--- config.mk ---
export PLATFORM = sky130hd
export DESIGN_NAME = autobaud_console_uart
export DESIGN_NICKNAME = d
export VERILOG_FILES = /design/src/design/autobaud_pkg.sv /design/src/design/banner_rom.sv /design/src/design/autobaud_console_uart.sv
export VERILOG_INCLUDE_DIRS = /design/src /design/src/design
export SDC_FILE = /design/constraint.sdc
export NUM_CORES = 1
export LEC_CHECK = 0
export BUFFER_PORTS_ARGS = -buffer_cell sky130_fd_sc_hd__buf_4
export CORE_MARGIN = 2
export CORE_UTILIZATION = 60
export CTS_BUF_LIST = sky130_fd_sc_hd__clkbuf_16
export DETAILED_ROUTE_END_ITERATION = 6
export PLACE_DENSITY_LB_ADDON = 0.25
export SYNTH_ARGS = -nofsm -noshare
export SYNTH_HDL_FRONTEND = slang
export SYNTH_SLANG_ARGS = --single-unit
--- constraint.sdc ---
create_clock -name ref_clk -period 9.75 [get_ports ref_clk]
set_input_delay 1.95 -clock ref_clk [delete_from_list [all_inputs] [get_ports ref_clk]]
set_output_delay 1.95 -clock ref_clk [all_outputs]
set_load 0.01 [all_outputs]
--- src/design/autobaud_defs.svh ---
`ifndef AUTOBAUD_DEFS_SVH
`define AUTOBAUD_DEFS_SVH
`define CLK_HZ 100000000
`define MIN_BAUD 50
`define MAX_BAUD 38400
`define BIT_CNT_W 25
`define MIN_BIT_CYC ((`CLK_HZ + `MAX_BAUD - 1) / `MAX_BAUD)
`define MAX_BIT_CYC (`CLK_HZ / `MIN_BAUD)
`define CHR_SPACE 8'h20
`define CHR_XOFF 8'h13
`define CHR_XON 8'h11
`define CHR_GT 8'h3E
`define CHR_CR 8'h0D
`define CHR_LF 8'h0A
`define CHR_ZERO 8'h30
`define DATA_BITS 4'h8
`define BANNER_LEN 6'h18
`define WORDS_MAX 7'h40
`define SPACE_LOW_BITS 4'h6
`define STOP_MID_BITS 4'h9
`endif

--- src/design/autobaud_pkg.sv ---
package autobaud_pkg;
	typedef enum logic [4:0] {
		ST_MEASURE = 5'h01,
		ST_WAIT_IDLE = 5'h02,
		ST_BANNER = 5'h04,
		ST_PROMPT = 5'h08,
		ST_READY = 5'h10
	} main_state_t;
endpackage

--- src/design/banner_rom.sv ---
`timescale 1ns/1ps
`include "autobaud_defs.svh"

// Sign-on text; read data come out of a register.
module banner_rom
	import autobaud_pkg::*;
(
	input wire logic ref_clk, // Clock.
	input wire logic [5:0] addr, // Character index.
	output logic [7:0] data_q // Registered character.
);
	logic [7:0] rom_d;

	// Banner text: blank line, sign-on line, blank line.
	always_comb
	begin
		case (addr)
			6'h00: rom_d = `CHR_CR;
			6'h01: rom_d = `CHR_LF;
			6'h02: rom_d = 8'h42;
			6'h03: rom_d = 8'h41;
			6'h04: rom_d = 8'h53;
			6'h05: rom_d = 8'h49;
			6'h06: rom_d = 8'h43;
			6'h07: rom_d = 8'h20;
			6'h08: rom_d = 8'h4D;
			6'h09: rom_d = 8'h4F;
			6'h0A: rom_d = 8'h44;
			6'h0B: rom_d = 8'h55;
			6'h0C: rom_d = 8'h4C;
			6'h0D: rom_d = 8'h45;
			6'h0E: rom_d = 8'h20;
			6'h0F: rom_d = 8'h52;
			6'h10: rom_d = 8'h45;
			6'h11: rom_d = 8'h41;
			6'h12: rom_d = 8'h44;
			6'h13: rom_d = 8'h59;
			6'h14: rom_d = `CHR_CR;
			6'h15: rom_d = `CHR_LF;
			6'h16: rom_d = `CHR_CR;
			default: rom_d = `CHR_LF;
		endcase
	end

	// Registered read keeps the output free of decode glitches.
	always_ff @(posedge ref_clk)
	begin
		data_q <= rom_d;
	end
endmodule // banner_rom

--- src/design/autobaud_console_uart.sv ---
`timescale 1ns/1ps
`include "autobaud_defs.svh"
// Overview of operation
// RULE1 - Console frames characters as 8 data bits, no parity, one stop bit.
// RULE2 - Rate detection and link work from 50 to 38400 baud.
// RULE3 - XON/XOFF flow control on transmit is active from reset; code decodes XOFF/XON only from ST_BANNER on, after lock.
// RULE4 - Bit time measured from first received character, assumed space code 32.
// RULE5 - After lock, sign-on text is sent at the detected rate.
// RULE6 - Console's first character must be a space.
// RULE7 - Prompt is selected program number followed by greater-than.
// RULE8 - Force flag selects startup mode zero at next power-up.
// RULE9 - Host input and output word counts are configurable up to 64.
// RULE10 - Consoles without flow control should use lower bit rates.
// RULE11 - Code 19 halts transmit; only code 17 resumes it.
// RULE12 - Locked rate is kept until reset; no re-detection.
module autobaud_console_uart
	import autobaud_pkg::*;
(
	input wire logic ref_clk, // 100 MHz clock.
	input wire logic rst_n, // Synchronous reset, active low.
	input wire logic rxd, // Serial input from console.
	input wire logic [3:0] program_sel, // Selected program number.
	input wire logic force_mode0, // Force startup mode zero flag.
	input wire logic [3:0] stored_mode, // Stored startup selection.
	input wire logic [6:0] host_input_words_cfg, // Requested input word count.
	input wire logic [6:0] host_output_words_cfg, // Requested output word count.
	input wire logic [7:0] tx_data, // Application character to send.
	input wire logic tx_valid, // Application character offered.
	output logic tx_ready, // Application character taken.
	output logic [7:0] rx_data, // Received character.
	output logic rx_valid, // One-cycle pulse with rx_data.
	output logic txd, // Serial output to console.
	output logic baud_locked, // Bit rate has been locked.
	output logic cmd_ready, // Greater-than loaded into transmitter, ready for commands.
	output logic xoff_active, // Transmit halted by flow control.
	output logic [3:0] startup_mode, // Startup mode caught after reset.
	output logic [6:0] host_input_words, // Applied input word count.
	output logic [6:0] host_output_words // Applied output word count.
);
	typedef struct packed {
		logic rx_s1, rx_s2, rx_prev;
		main_state_t st;
		logic [`BIT_CNT_W-1:0] bit_cyc, meas;
		logic measuring;
		logic [3:0] low_bits;
		logic rx_busy;
		logic [`BIT_CNT_W-1:0] rx_cnt;
		logic [3:0] rx_bit;
		logic [7:0] rx_sh, rx_data;
		logic rx_valid;
		logic tx_busy;
		logic [`BIT_CNT_W-1:0] tx_cnt;
		logic [3:0] tx_bit;
		logic [8:0] tx_sh;
		logic txd, xoff, tx_ready;
		logic [5:0] ban_idx;
		logic ban_fetch;
		logic [1:0] pr_idx;
		logic cfg_done;
		logic [3:0] smode;
		logic [6:0] in_w, out_w;
		logic locked, cmd_rdy;
	} state_t;

	state_t s_q, s_d;
	logic [7:0] rom_q;
	logic rx_fall, send_req;
	logic [7:0] send_chr;

	banner_rom u_rom (
		.ref_clk(ref_clk),
		.addr(s_q.ban_idx),
		.data_q(rom_q)
	);

	// Clamp a word count to the documented maximum.
	function automatic logic [6:0] clamp_words(input logic [6:0] w);
		clamp_words = (w > `WORDS_MAX) ? `WORDS_MAX : w;
	endfunction

	// All next-state logic; the synchroniser's first stage is read only by the second.
	always_comb
	begin
		s_d = s_q;
		s_d.rx_s1 = rxd;
		s_d.rx_s2 = s_q.rx_s1;
		s_d.rx_prev = s_q.rx_s2;
		s_d.rx_valid = 1'b0;
		s_d.tx_ready = 1'b0;
		rx_fall = s_q.rx_prev & ~s_q.rx_s2;
		send_req = 1'b0;
		send_chr = `CHR_SPACE;
		// Power-up configuration caught once after reset release.
		if (!s_q.cfg_done)
		begin
			s_d.cfg_done = 1'b1;
			s_d.smode = force_mode0 ? 4'h0 : stored_mode; // RULE8
			s_d.in_w = clamp_words(host_input_words_cfg); // RULE9
			s_d.out_w = clamp_words(host_output_words_cfg); // RULE9
		end
		// Space is start bit plus five low data bits: six low bit times in one run.
		case (s_q.st)
			ST_MEASURE:
			begin
				if (!s_q.measuring && rx_fall)
				begin
					s_d.measuring = 1'b1;
					s_d.meas = '0;
				end
				else if (s_q.measuring)
				begin
					s_d.meas = s_q.meas + 1'b1;
					if (s_q.rx_s2)
					begin
						// The count stops one short of the run, so one is added back.
						s_d.bit_cyc = (s_q.meas + 1'b1) / `BIT_CNT_W'(`SPACE_LOW_BITS); // RULE4 RULE2
						s_d.measuring = 1'b0;
						s_d.st = ST_WAIT_IDLE;
					end
				end
			end
			ST_WAIT_IDLE:
			begin
				// Let the rest of the space pass so it is not taken as data.
				// Stop in mid stop bit: a character sent right after it must not be missed.
				s_d.meas = s_q.meas + 1'b1;
				if (s_q.meas >= s_q.bit_cyc * `BIT_CNT_W'(`STOP_MID_BITS) + (s_q.bit_cyc >> 1))
					s_d.st = ST_BANNER; // RULE5
			end
			ST_BANNER:
			begin
				if (!s_q.tx_busy && !s_q.xoff && !s_q.ban_fetch)
					s_d.ban_fetch = 1'b1;
				else if (s_q.ban_fetch)
				begin
					// A halt that lands during the fetch drops it; the same index is fetched again.
					s_d.ban_fetch = 1'b0;
					if (!s_q.xoff)
					begin
						send_req = 1'b1;
						send_chr = rom_q; // RULE5
						s_d.ban_idx = s_q.ban_idx + 1'b1;
						if (s_q.ban_idx == `BANNER_LEN - 1'b1)
							s_d.st = ST_PROMPT;
					end
				end
			end
			ST_PROMPT:
			begin
				if (!s_q.tx_busy && !s_q.xoff)
				begin
					send_req = 1'b1;
					send_chr = (s_q.pr_idx == 2'h0) ? (`CHR_ZERO + {4'h0, program_sel})
						: `CHR_GT; // RULE7
					s_d.pr_idx = s_q.pr_idx + 1'b1;
					if (s_q.pr_idx == 2'h1)
						s_d.st = ST_READY;
				end
			end
			ST_READY:
			begin
				if (!s_q.tx_busy && !s_q.xoff && tx_valid)
				begin
					send_req = 1'b1;
					send_chr = tx_data;
					s_d.tx_ready = 1'b1;
				end
			end
			default: s_d.st = ST_MEASURE;
		endcase
		// Receiver runs only after lock, at the locked rate.
		if (s_q.st != ST_MEASURE && s_q.st != ST_WAIT_IDLE)
		begin
			if (!s_q.rx_busy)
			begin
				if (rx_fall)
				begin
					s_d.rx_busy = 1'b1;
					s_d.rx_cnt = s_q.bit_cyc >> 1;
					s_d.rx_bit = 4'h0;
				end
			end
			else if (s_q.rx_cnt == '0)
			begin
				s_d.rx_cnt = s_q.bit_cyc - 1'b1;
				s_d.rx_bit = s_q.rx_bit + 1'b1;
				if (s_q.rx_bit == 4'h0 && s_q.rx_s2)
					s_d.rx_busy = 1'b0;
				else if (s_q.rx_bit == `DATA_BITS + 1'b1)
				begin
					s_d.rx_busy = 1'b0;
					if (s_q.rx_s2)
					begin
						if (s_q.rx_sh == `CHR_XOFF)
							s_d.xoff = 1'b1; // RULE11
						else if (s_q.rx_sh == `CHR_XON)
							s_d.xoff = 1'b0; // RULE11
						else
						begin
							s_d.rx_data = s_q.rx_sh; // RULE1
							s_d.rx_valid = 1'b1;
						end
					end
				end
				else if (s_q.rx_bit != 4'h0)
					s_d.rx_sh = {s_q.rx_s2, s_q.rx_sh[7:1]};
			end
			else
				s_d.rx_cnt = s_q.rx_cnt - 1'b1;
		end
		// Transmitter: 8N1 at the locked bit time; new characters wait on XOFF.
		if (send_req)
		begin
			s_d.tx_busy = 1'b1;
			s_d.tx_sh = {send_chr, 1'b0};
			s_d.tx_bit = 4'h0;
			s_d.tx_cnt = s_q.bit_cyc - 1'b1; // RULE3
			s_d.txd = 1'b0;
		end
		else if (s_q.tx_busy)
		begin
			if (s_q.tx_cnt == '0)
			begin
				s_d.tx_cnt = s_q.bit_cyc - 1'b1;
				s_d.tx_bit = s_q.tx_bit + 1'b1;
				s_d.tx_sh = {1'b1, s_q.tx_sh[8:1]};
				s_d.txd = s_q.tx_sh[1];
				if (s_q.tx_bit == `DATA_BITS + 1'b1)
				begin
					s_d.tx_busy = 1'b0;
					s_d.txd = 1'b1;
				end
			end
			else
				s_d.tx_cnt = s_q.tx_cnt - 1'b1;
		end
		// Status outputs are registered copies of the next state, so they track it exactly.
		s_d.locked = (s_d.st != ST_MEASURE); // RULE12
		s_d.cmd_rdy = (s_d.st == ST_READY); // RULE7
	end

	// Single state register; the measured rate is never cleared except by reset.
	always_ff @(posedge ref_clk)
	begin
		if (!rst_n)
		begin
			s_q <= '0;
			s_q.rx_s1 <= 1'b1;
			s_q.rx_s2 <= 1'b1;
			s_q.rx_prev <= 1'b1;
			s_q.st <= ST_MEASURE;
			s_q.txd <= 1'b1;
			s_q.tx_sh <= 9'h1FF;
		end
		else
			s_q <= s_d; // RULE12
	end

	assign tx_ready = s_q.tx_ready;
	assign rx_data = s_q.rx_data;
	assign rx_valid = s_q.rx_valid;
	assign txd = s_q.txd;
	assign baud_locked = s_q.locked;
	assign cmd_ready = s_q.cmd_rdy;
	assign xoff_active = s_q.xoff;
	assign startup_mode = s_q.smode;
	assign host_input_words = s_q.in_w;
	assign host_output_words = s_q.out_w;
endmodule // autobaud_console_uart

# After elaboration in Yosys (flattened, before gate mapping)
# Memories as Yosys holds them, arrays and structs flattened. A register that Yosys moved wholly into a read port is not among the register bits.
# Index checks and enable logic that the tools add are counted.
# word_totals
reg_bits,186
mem_bits_ro,224
in_bits,35
output_inout_bits,32
memories,1
# memory_table
name,depth,word_bits,rd,rd_clocked_by_memory_dff,write_ports,line,rtl
(name not given),32,7,1,1,0,banner_rom.sv:17,case (addr)
# classes
addsub,10
multipliers,1
div,1
magnitude_cmp,3
eq_ne,17
mux,54
n_bitwise,13
n_reduce_logical,34
# ops
operator,count
two-way mux 30 bit,4
two-way mux 40 bit,2
"subtractor 25 x 1 -> 25 bit, second input constant",3
two-way mux 56 bit,1
zero test 25 bit,2
two-way mux 25 bit,2
one-hot mux 25 bit (2 select lines),1
two-way mux 8 bit,6
two-way mux 9 bit,4
two-way mux 5 bit,7
two-way mux 7 bit,4
two-way mux 26 bit,1
"adder 25 x 1 -> 25 bit, second input constant",1
adder 25 x 24 -> 25 bit,1
"divider 25 x 3 -> 25 bit, second input constant",1
>= comparator 25 bit,1
"multiplier 25 x 4 -> 25 bit, second input constant",1
one-hot mux 5 bit (5 select lines),1
one-hot mux 8 bit (3 select lines),1
two-way mux 21 bit,1
two-way mux 17 bit,1
"equality test 8 x 5 -> 1 bit, second input constant",2
two-way mux 1 bit,15
"greater-than comparator 7 bit, second input constant",2
35 further kinds,68

# Longest topological paths before layout
# Gate-level depths: netlist of the first run.
# logic_depth
word_depth,8
ltp_mapped,34
depth_no_buf,34

# Hierarchy
# From an unflattened synthesis of the first run, not the netlist that was laid out.
# unflattened
hier_cells,1985
hier_area_um2,14938.1
# modules_own_cells
mod,instances,cells_per_inst,area_per_inst_um2,seq_area_each_um2
autobaud_console_uart,1,1928,14437.6,3503.4
banner_rom,1,57,500.5,140.1

# Worst setup path before layout of the first run
# Ideal clock, no wire load.
# synth_timing
kind,register to register
startpoint,register s_q[124] (netlist name)
endpoint,register s_q[149] (netlist name)
setup_time_ns,0.120
arrival_ns,5.767
slack_ns,3.863
stages_incl_launch_ff,30
path_buffers,6
cell_sequence,dfxtp_1 > ha_1 > nand3_2 > nor4_4 > a21oi_1 > or2_1 > buf_4 > and2_0 > clkbuf_1 > a21oi_1 > o211ai_2 > buf_4 > nor4_1 > o21ai_1 > o2111a_1 > buf_4 > nand3_1 > o2111ai_1 > or2_0 > buf_4 > a32oi_2 > nand3_2 > o22a_1 > buf_4 > a311oi_2 > and2_1 > nor2_1 > a2111o_1 > a21oi_2 > o31ai_2
# synth_between
elab_chain_cells,2
# synth_rtl
element,line,rtl
"start, declared",autobaud_console_uart.sv:65,"state_t s_q, s_d;"
adder 25 x 1 -> 25 bit,autobaud_console_uart.sv:116,s_d.bit_cyc = (s_q.meas + 1'b1) / `BIT_CNT_W'(`SPACE_LOW_BITS);
divider 25 x 3 -> 25 bit,autobaud_console_uart.sv:116,
# No other way between the ends.
# A chain may end at the register's enable or synchronous reset.

# Worst setup path after layout of the first run
# layout_timing
startpoint,register s_q[131] (netlist name)
endpoint,register s_q[149] (netlist name)
# Same word-level chain as after synthesis.

==> results of run 1 <==
## registers in the layout, summed over array words and instances (netlist names)
signal             flops
s_q                  141
rx_data                8
host_input_words       7
host_output_words      7
u_rom.data_q           7
startup_mode           4
s_d                    2
baud_locked            1
cmd_ready              1
rx_valid               1
tx_ready               1
txd                    1
xoff_active            1
## power groups by stage
stage / Clock (mW) / Combinational (mW) / Sequential (mW)
final: 0.726 / 0.215 / 0.764
after floorplan: 0 / 0.148 / 0.774
after global routing: 0.761 / 0.234 / 0.765
after CTS: 0.733 / 0.212 / 0.763
after global placement: 0 / 0.207 / 0.780
after detailed placement: 0 / 0.210 / 0.781
## path summary, 6_finish.rpt
path	start	end	slack, ns	cells past startpoint
max	s_q[131]$_SDFFE_PN0P_	s_q[149]$_SDFFE_PN0P_	1.85	23
min	s_d[180]$_SDFF_PN1_	s_d[179]$_SDFF_PN1_	0.43	1
max reg2reg	s_q[131]$_SDFFE_PN0P_	s_q[149]$_SDFFE_PN0P_	1.85	23
min reg2reg	s_d[180]$_SDFF_PN1_	s_d[179]$_SDFF_PN1_	0.43	1
## area by class of cell
| cell class | instances | area [um^2] | area share |
|---|---|---|---|
| Clock inverter | 15 | 195 | 0.0121 |
| Inverter | 153 | 574 | 0.0355 |
| Clock buffer | 17 | 425 | 0.0263 |
| Sequential cell | 182 | 3640 | 0.225 |
| Multi-Input combinational cell | 1523 | 10300 | 0.637 |
| Timing Repair Buffer | 82 | 616 | 0.0381 |
| Tap cell | 330 | 413 | 0.0255 |
## synth_stat cells, drive strengths merged, types with 21 or more instances
cell type	n	area share
nor2b	71	0.029
clkbuf	90	0.022
inv	152	0.038
xnor2	83	0.048
nor4	36	0.018
dfxtp	182	0.24
a21boi	28	0.014
ha	98	0.081
buf	49	0.023
o21ai	160	0.053
a21oi	151	0.050
nand2	166	0.041
mux2i	33	0.022
nor3	70	0.025
nand4	28	0.013
xor2	34	0.021
a31oi	23	0.0095
nand3	67	0.023
and2	24	0.0099
or3	22	0.0094
nand2b	21	0.0086
nor2	135	0.034
o211ai	40	0.021
## cell families (layout without fill, tap and decap cells)
group / count (synthesis) / in the layout / share of synthesized area
buffers and inverters: 292 / 267 / 0.0829
and+or+nand+nor: 693 / 693 / 0.237
adders and majority gates: 120 / 120 / 0.108
AOI/OAI and AO/OA: 556 / 556 / 0.238
xor gates and xnor gates: 117 / 117 / 0.0689
muxes: 37 / 37 / 0.0254
DFF: 182 / 182 / 0.240
## stage by stage
step           setup WS, ns   util  hold WS (ns)
3_3_place_gp           2.32  0.621         0.387
5_1_grt                1.17  0.646         0.436
3_5_place_dp           2.06  0.621         0.419
4_1_cts                2.03  0.646         0.437
2_1_floorplan          3.86      -         0.386
6_report               1.85  0.646         0.429
## layer usage
layer | GRT usage | part of all wire
met3 | 0.0488 | 0.069
met2 | 0.477 | 0.45
met1 | 0.419 | 0.46
met4 | 0.0921 | 0.022
met5 | 0 | 0
==> metrics.csv, run 1 <==
stage;metric;value;unit
outcome;outcome;finished clean;
placement;Port-buffer cells;66;
pwr;Pleak;6.66;nW
sta;final worst-path cycle share;0.810;
setup_path;CP arrival;8.22;ns
pwr;clock power share;0.426;
routing;Via density;6.26;
finish;P&R area growth vs syn;6.34;%
placement;Detail Placement HPWL;28.8;mm
setup_path;cell family with most CP delay;compound AO/OA/AOI/OAI gates;
finish;ANT cells;0;
cts;TritonCTS clock tree;done;
yosys;#FFs+latches synth;182;
setup_path;critical path's slowest cell;xor2_2;
routing;Routed wire per std cell;17.5;um
yosys;dominant synthesized flop cell;dfxtp_1;
sta;Final Max Slew Viols;0;
yosys;syn avg cell area;7.61;um^2
yosys;Post-Synthesis Net Count;2149;
cts;clk buf depth;2;
die;# rows;58;
cts;post-CTS setup buffer count;0;
yosys;cell count after synthesis;1997;
finish;fraction of layout instances using a drive strength above 1;0.0852;
setup_path;Worst Setup Start Kind;flop;
worst_hold_path;Tightest Hold Check Type;flop to flop;
routing;Final ANT Viol Nets;0;
yosys;FFs w/ async S/R, synth;0;
pwr;Max VDD drop;0.0000975;V
finish;nets@finish;2111;
sta;Final Critical Period;7.90;ns
placement;GP Congestion;0.966;
cts;clock sink count;182;
die;Die Ht;163;um
routing;drt pass-1 iters;6;
yosys;EDFF count, synth;0;
sta;setup TNS;0;ns
pwr;Total Power;1.70;mW
pwr;Comb pwr share;0.126;
global_route;largest net degree at the start of global routing;91;
die;die footprint;0.0266;mm^2
yosys;number of library cell types mapped by synthesis;103;
setup_path;CP max FO;20;
pwr;cell-internal power;1.19;mW
setup_path;crit path kind;flop to flop;
global_route;vias in the first global route;13139;
setup_path;Req. time, crit path;10.07;ns
cts;post-CTS sizing;0;
setup_path;endpoint type of the worst setup path;flop;
cts;Num CTS Buffers;17;
global_route;initial antenna violation count;0;
sta;Worst-Margin Slew;1.13;ns
finish;Fill cells;2198;
global_route;all-layer global routing usage;0.300;
job;max_cap viols;0;
cts;Hold-fix buffers, CTS;0;
yosys;register area share after synthesis;0.240;
die;initial core utilization;0.607;
global_route;GRT overflow;0;
finish;commonest non-fill, non-tap cell in the layout;dfxtp_1;
global_route;first-pass GRT wire length;65.8;mm
pwr;Sw Share;0.304;
sta;setup violators final;0;
setup_path;crit-path cells;nand4_4 -> or2_1 -> nor3_4 -> xor2_2 -> mux2_2 -> o211a_1 -> a21oi_1 -> nor3_2 -> a221oi_4 -> o2111a_1 -> nor2_1 -> or3_4 -> nor2_2 -> inv_1 -> o211ai_1 -> o22a_1 -> o21ai_0 -> a211oi_1 -> a21oi_1 -> a32o_1 -> a2111o_1 -> a21oi_2 -> o31ai_2;
setup_path;CP max stage delay;0.74;ns
die;core area;0.0250;mm^2
sta;f_max;0.127;GHz
routing;Initial DRC Count;1358;
sta;tightest slew margin relative to the limit;0.244;
pwr;Power Density;105;mW/mm^2
finish;final non-filler cell total;2302;
sta;clk_skew;0.0184;ns
cts;Root Driver;clkbuf_16;
routing;vias after detailed routing;14412;
sta;RSZ-0062 raised after global routing;false;
finish;most frequent cells in the layout;dfxtp_1 (182), nand2_1 (165), o21ai_0 (156), inv_1 (152), a21oi_1 (149);
placement;Placed Area;0.0155;mm^2
sta;Final Hold Viols;0;
cts;clk slew on worst S/H paths;0.08;ns
cts;H-tree depth;4;
routing;final wirelength;40.3;mm
pwr;Net Sw Power;0.518;mW
routing;# DRC;0;
pwr;Seq pwr share;0.448;
setup_path;CP bufs+invs;1;
yosys;Mapped Area;0.0152;mm^2
die;io pins;67;
cts;clock latency on the worst-skew pair;0.44;ns
yosys;Synth warnings;0;
setup_path;CP dominant cell by count;a21oi_1;
placement;DP Cell Count;2270;
finish;Final Cell Area;0.0162;mm^2
die;Die Width;163;um
No activity file was read; power rests on OpenSTA's default activity.
==> run 2: changes to the inputs <==
clock period = 7.75 ns   (was 9.75 ns; I/O delays follow)
==> run 2 against run 1 <==
- wire length shrank 0.15%
- clock power increased by 30%
- power grew 27%
- clock-buffer cell count did not move
- core utilization up 0.42 points
- die area is the same
- non-clock buffer count is 7 higher
- hold slack worse by 0.013 ns
- final area up 0.66%
- critical path type unchanged
- largest cell class unchanged
==> metrics.csv, run 2 (synthesis gave the netlist of run 1 again) <==
stage;metric;value;unit
setup_path;Req. time, crit path;8.07;ns
die;Die Ht;163;um
finish;nets@finish;2118;
pwr;Max VDD drop;0.000124;V
global_route;initial antenna violation count;0;
routing;drt pass-1 iters;6;
job;max_cap viols;0;
outcome;outcome;finished clean;
global_route;all-layer global routing usage;0.298;
cts;post-CTS setup buffer count;0;
sta;setup violators final;0;
routing;Initial DRC Count;1429;
placement;pre-CTS setup slack;0.548;ns
placement;Port-buffer cells;66;
finish;final core occ;0.650;
routing;final wirelength;40.2;mm
sta;Final Max Slew Viols;0;
cts;TritonCTS clock tree;done;
global_route;largest net degree at the start of global routing;91;
finish;max FFs per register;141;
sta;final worst-path cycle share;0.929;
die;# rows;58;
cts;clock latency on the worst-skew pair;0.45;ns
finish;Biggest register;s_q;
die;Die Width;163;um
routing;Final ANT Viol Nets;0;
setup_path;Worst Setup Start Kind;flop;
sta;Worst-Margin Slew;1.19;ns
setup_path;CP max FO;13;
finish;fraction of layout instances using a drive strength above 1;0.0894;
cts;clk slew on worst S/H paths;0.08;ns
global_route;first-pass GRT wire length;65.2;mm
routing;vias after detailed routing;14455;
sta;clk_skew;0.0217;ns
sta;Final Hold Viols;0;
finish;P&R area growth vs syn;7.04;%
setup_path;endpoint type of the worst setup path;flop;
routing;Routed wire per std cell;17.4;um
cts;Num CTS Buffers;17;
pwr;Power Density;133;mW/mm^2
die;initial core utilization;0.607;
cts;clk buf depth;2;
finish;commonest non-fill, non-tap cell in the layout;dfxtp_1;
sta;tightest slew margin relative to the limit;0.209;
setup_path;CP arrival;7.52;ns
cts;clock sink count;182;
routing;# DRC;0;
worst_hold_path;Tightest Hold Check Type;flop to flop;
cts;Hold-fix buffers, CTS;0;
placement;Detail Placement HPWL;28.8;mm
cts;H-tree depth;4;
cts;Root Driver;clkbuf_16;
die;core area;0.0250;mm^2
die;io pins;67;
placement;GP Congestion;0.948;
sta;Setup WS post-layout;0.552;ns
pwr;Pleak;6.71;nW
finish;ANT cells;0;
die;die footprint;0.0266;mm^2
finish;most frequent cells in the layout;dfxtp_1 (182), nand2_1 (165), o21ai_0 (156), inv_1 (152), a21oi_1 (149);
sta;setup TNS;0;ns
global_route;vias in the first global route;13245;
sta;f_max;0.139;GHz
routing;Via density;6.26;
setup_path;crit path kind;flop to flop;
global_route;GRT overflow;0;
cts;post-CTS sizing;0;
sta;Final Critical Period;7.20;ns
[run 2: routing by layer]
metal / up-vias / wire length [um] / GRT usage
met3: 82 / 3290 / 0.0482
met1: 6761 / 17800 / 0.410
met2: 595 / 18100 / 0.476
met5: - / 0 / 0
li1: 7017 / - / -
met4: 0 / 954 / 0.0965
[run 2: where the power goes]
part           total [mW]  internal (mW)  switching (mW)  leakage, nW
sequential          0.961          0.944          0.0165         1.47
combinational       0.266          0.102           0.163         4.93
clock               0.945          0.479           0.466        0.312
[run 2: critical path, cell delays in order (launching register included)]
cell	delay [ns]
dfxtp_1	0.61
nand4_4	0.24
or2_1	0.42
nor3_4	0.47
xor2_2	0.20
mux2_2	0.35
o211a_1	0.25
a21oi_1	0.45
nor3_2	0.12
a221oi_4	0.34
o2111a_1	0.51
nand3_1	0.15
a31oi_1	0.30
or2_1	0.35
nand3_1	0.16
a31oi_1	0.28
o22a_1	0.40
o21ai_0	0.14
a211oi_1	0.34
a21oi_1	0.16
a32o_1	0.25
a2111o_1	0.37
a21oi_2	0.13
o31ai_2	0.07
[run 2: area by class of cell]
class / count / area, um^2
multi-input combinational: 1523 / 10300
fill: 2180 / 8770
sequential: 182 / 3640
timing repair buffer: 89 / 668
inverter: 153 / 574
clock buffer: 17 / 425
tap: 330 / 413
clock inverter: 15 / 225
[run 2: worst paths after layout]
kind / from / slack, ns / to / depth (start not counted)
worst max register to register: s_q[131]$_SDFFE_PN0P_ / 0.55 / s_q[149]$_SDFFE_PN0P_ / 23
worst max-delay path: s_q[131]$_SDFFE_PN0P_ / 0.55 / s_q[149]$_SDFFE_PN0P_ / 23
worst min-delay path: s_d[180]$_SDFF_PN1_ / 0.42 / s_d[179]$_SDFF_PN1_ / 1
worst min register to register: s_d[180]$_SDFF_PN1_ / 0.42 / s_d[179]$_SDFF_PN1_ / 1
[run 2: metrics by stage]
step           area [um^2]  instances  hold WS [ns]  total power [mW]
2_1_floorplan        15200       1997         0.386              1.16
3_3_place_gp         15600       2277         0.388              1.24
3_5_place_dp         15600       2277         0.401              1.24
4_1_cts              16200       2309         0.420              2.18
5_1_grt              16300       2309         0.423              2.24
6_report             16300       2309         0.415              2.17
==> run 3: changes to the inputs <==
CORE_ASPECT_RATIO = 0.5   (was not set)
==> run 3 against run 2 <==
- worst setup slack improved by 0.11 ns
- via count decreased by 2.5%
- die area increased by 0.29%
- final area decreased by 0.22%
- hold slack got worse by 0.0029 ns
- combinational power decreased by 2%
- first-iteration DRC count decreased by 2.0%
- cell count increased by 0.69%
- clock skew decreased by 0.0066 ns
- highest routed layer unchanged
==> metrics.csv, run 3 (synthesis gave the netlist of run 1 again) <==
stage;metric;value;unit
pwr;Power Density;130;mW/mm^2
pwr;Comb pwr share;0.124;
setup_path;endpoint type of the worst setup path;flop;
die;io pins;67;
sta;final worst-path cycle share;0.914;
job;max_cap viols;0;
placement;Port-buffer cells;66;
global_route;vias in the first global route;12612;
finish;nets@finish;2122;
pwr;Seq pwr share;0.456;
cts;clock sink count;182;
sta;tightest slew margin relative to the limit;0.235;
pwr;Max VDD drop;0.000142;V
pwr;cell-internal power;1.53;mW
cts;Root Driver;clkbuf_16;
placement;DP Cell Count;2295;
setup_path;CP arrival;7.43;ns
worst_hold_path;Hold Crit Depth;1;
setup_path;critical path's slowest cell;nor4_4;
worst_hold_path;Tightest Hold Check Type;flop to flop;
routing;vias after detailed routing;14097;
routing;drt pass-1 iters;5;
setup_path;crit path kind;flop to flop;
sta;Final Hold Viols;0;
finish;Biggest register;s_q;
cts;clk buf depth;2;
sta;Final Max Slew Viols;0;
sta;setup TNS;0;ns
die;core area;0.0250;mm^2
finish;ANT cells;0;
global_route;GR Util met2;0.467;
finish;P&R area growth vs syn;6.81;%
routing;# DRC;0;
global_route;GRT busiest layer;met2;
finish;final non-filler cell total;2325;
global_route;initial antenna violation count;0;
cts;clock latency on the worst-skew pair;0.45;ns
global_route;first-pass GRT wire length;64.1;mm
cts;TritonCTS clock tree;done;
die;# rows;41;
global_route;met3 Track Usage GR;0.0513;
setup_path;crit-path cells;nand3_1 -> buf_4 -> nor4_4 -> mux2_1 -> a211oi_1 -> nand2_1 -> a32oi_1 -> o211a_1 -> nor2_1 -> o21ai_1 -> o2111a_1 -> nand3_1 -> a221oi_2 -> o21ai_0 -> a211o_1 -> nand3_2 -> o22a_1 -> o21ai_0 -> a211oi_1 -> a21oi_1 -> a32o_1 -> a2111o_1 -> a21oi_2 -> o31ai_2;
die;Die Ht;117;um
sta;RSZ-0062 raised after global routing;false;
global_route;met1 Use GR;0.413;
die;Die Width;229;um
cts;post-CTS setup buffer count;0;
sta;Setup WS post-layout;0.665;ns
pwr;Pleak;6.70;nW
finish;commonest non-fill, non-tap cell in the layout;dfxtp_1;
finish;Final Cell Area;0.0162;mm^2
die;initial core utilization;0.607;
finish;most frequent cells in the layout;dfxtp_1 (182), nand2_1 (165), o21ai_0 (156), inv_1 (153), a21oi_1 (149);
cts;clk slew on worst S/H paths;0.08;ns
sta;setup violators final;0;
global_route;largest net degree at the start of global routing;107;
setup_path;CP max stage delay;0.61;ns
placement;Detail Placement HPWL;27.8;mm
routing;Routed wire per std cell;16.8;um
global_route;GRT overflow;0;
finish;max FFs per register;141;
routing;final wirelength;39.0;mm
finish;final core occ;0.648;
finish;Fill cells;2231;
placement;Placed Area;0.0156;mm^2
outcome;outcome;finished clean;
sta;worst hold slack;0.413;ns
setup_path;Worst Setup Start Kind;flop;
sta;clk_skew;0.0151;ns
sta;f_max;0.141;GHz
sta;Final Critical Period;7.09;ns
setup_path;CP max FO;13;
finish;fraction of layout instances using a drive strength above 1;0.0893;
setup_path;Req. time, crit path;8.10;ns
routing;Initial DRC Count;1401;
routing;Via density;6.06;
cts;Num CTS Buffers;17;
pwr;Net Sw Power;0.578;mW
die;die footprint;0.0267;mm^2
pwr;clock power share;0.420;
sta;Worst-Margin Slew;1.14;ns
setup_path;worst-case reg-to-reg path depth;24;
pwr;Sw Share;0.275;
global_route;all-layer global routing usage;0.293;
placement;GP Congestion;0.962;
pwr;Total Power;2.11;mW
routing;Final ANT Viol Nets;0;
placement;pre-CTS setup slack;0.564;ns
cts;H-tree depth;4;
==> run 3: cell count changes in the layout (fill, tap and decap cells not counted), moves of 2 or more <==
cell / delta
clkinv_2: +2
inv_12: -3
clkinv_8: -6
buf_4: +4
inv_6: +4
==> run 3: path summary, 6_finish.rpt <==
check                        start               endpoint  slack, ns
max          s_q[128]$_SDFFE_PN0P_  s_q[149]$_SDFFE_PN0P_       0.66
min            s_d[180]$_SDFF_PN1_    s_d[179]$_SDFF_PN1_       0.41
max reg2reg  s_q[128]$_SDFFE_PN0P_  s_q[149]$_SDFFE_PN0P_       0.66
min reg2reg    s_d[180]$_SDFF_PN1_    s_d[179]$_SDFF_PN1_       0.41
==> run 3: area by class of cell <==
cell class / instances / area, um^2 / area share
inverters: 153 / 574 / 0.0354
multi-input cells: 1523 / 10300 / 0.635
repair buffers: 93 / 698 / 0.0430
flip-flops and latches: 182 / 3640 / 0.224
clock inverters: 13 / 146 / 0.00902
clock buffers: 17 / 425 / 0.0262
well taps: 344 / 430 / 0.0265
==> run 3: critical path, delay by kind of cell, from the launching register on <==
| kind | cells | cell delay, ns |
|---|---|---|
| AND/OR/NAND/NOR | 6 | 1.35 |
| buffers and inverters | 1 | 0.27 |
| flip-flops | 1 | 0.49 |
| multiplexers | 1 | 0.38 |
| AO/OA/AOI/OAI | 16 | 4.49 |
==> run 3: metal layers <==
| layer | wire length, um | up-vias |
|---|---|---|
| li1 | - | 7030 |
| met1 | 18600 | 6506 |
| met2 | 16800 | 500 |
| met3 | 3000 | 61 |
| met4 | 609 | 0 |
| met5 | 0 | - |
==> run 3: what timing repair did <==
| action | 4_1_cts | 5_1_grt |
|---|---|---|
| gates resized for setup | 0 | 3 |
| hold buffers | 0 | 0 |
| setup endpoints to repair | 0 | 2 |
| endpoints found under the hold margin | 0 | 0 |
==> run 3: power groups by stage <==
stage               Sequential (mW)  Clock [mW]  Combinational [mW]
detailed placement            0.981           0               0.255
floorplan                     0.974           0               0.186
CTS                           0.959       0.893               0.258
global route                  0.961       0.930               0.291
global placement              0.981           0               0.253
finish                        0.960       0.885               0.261
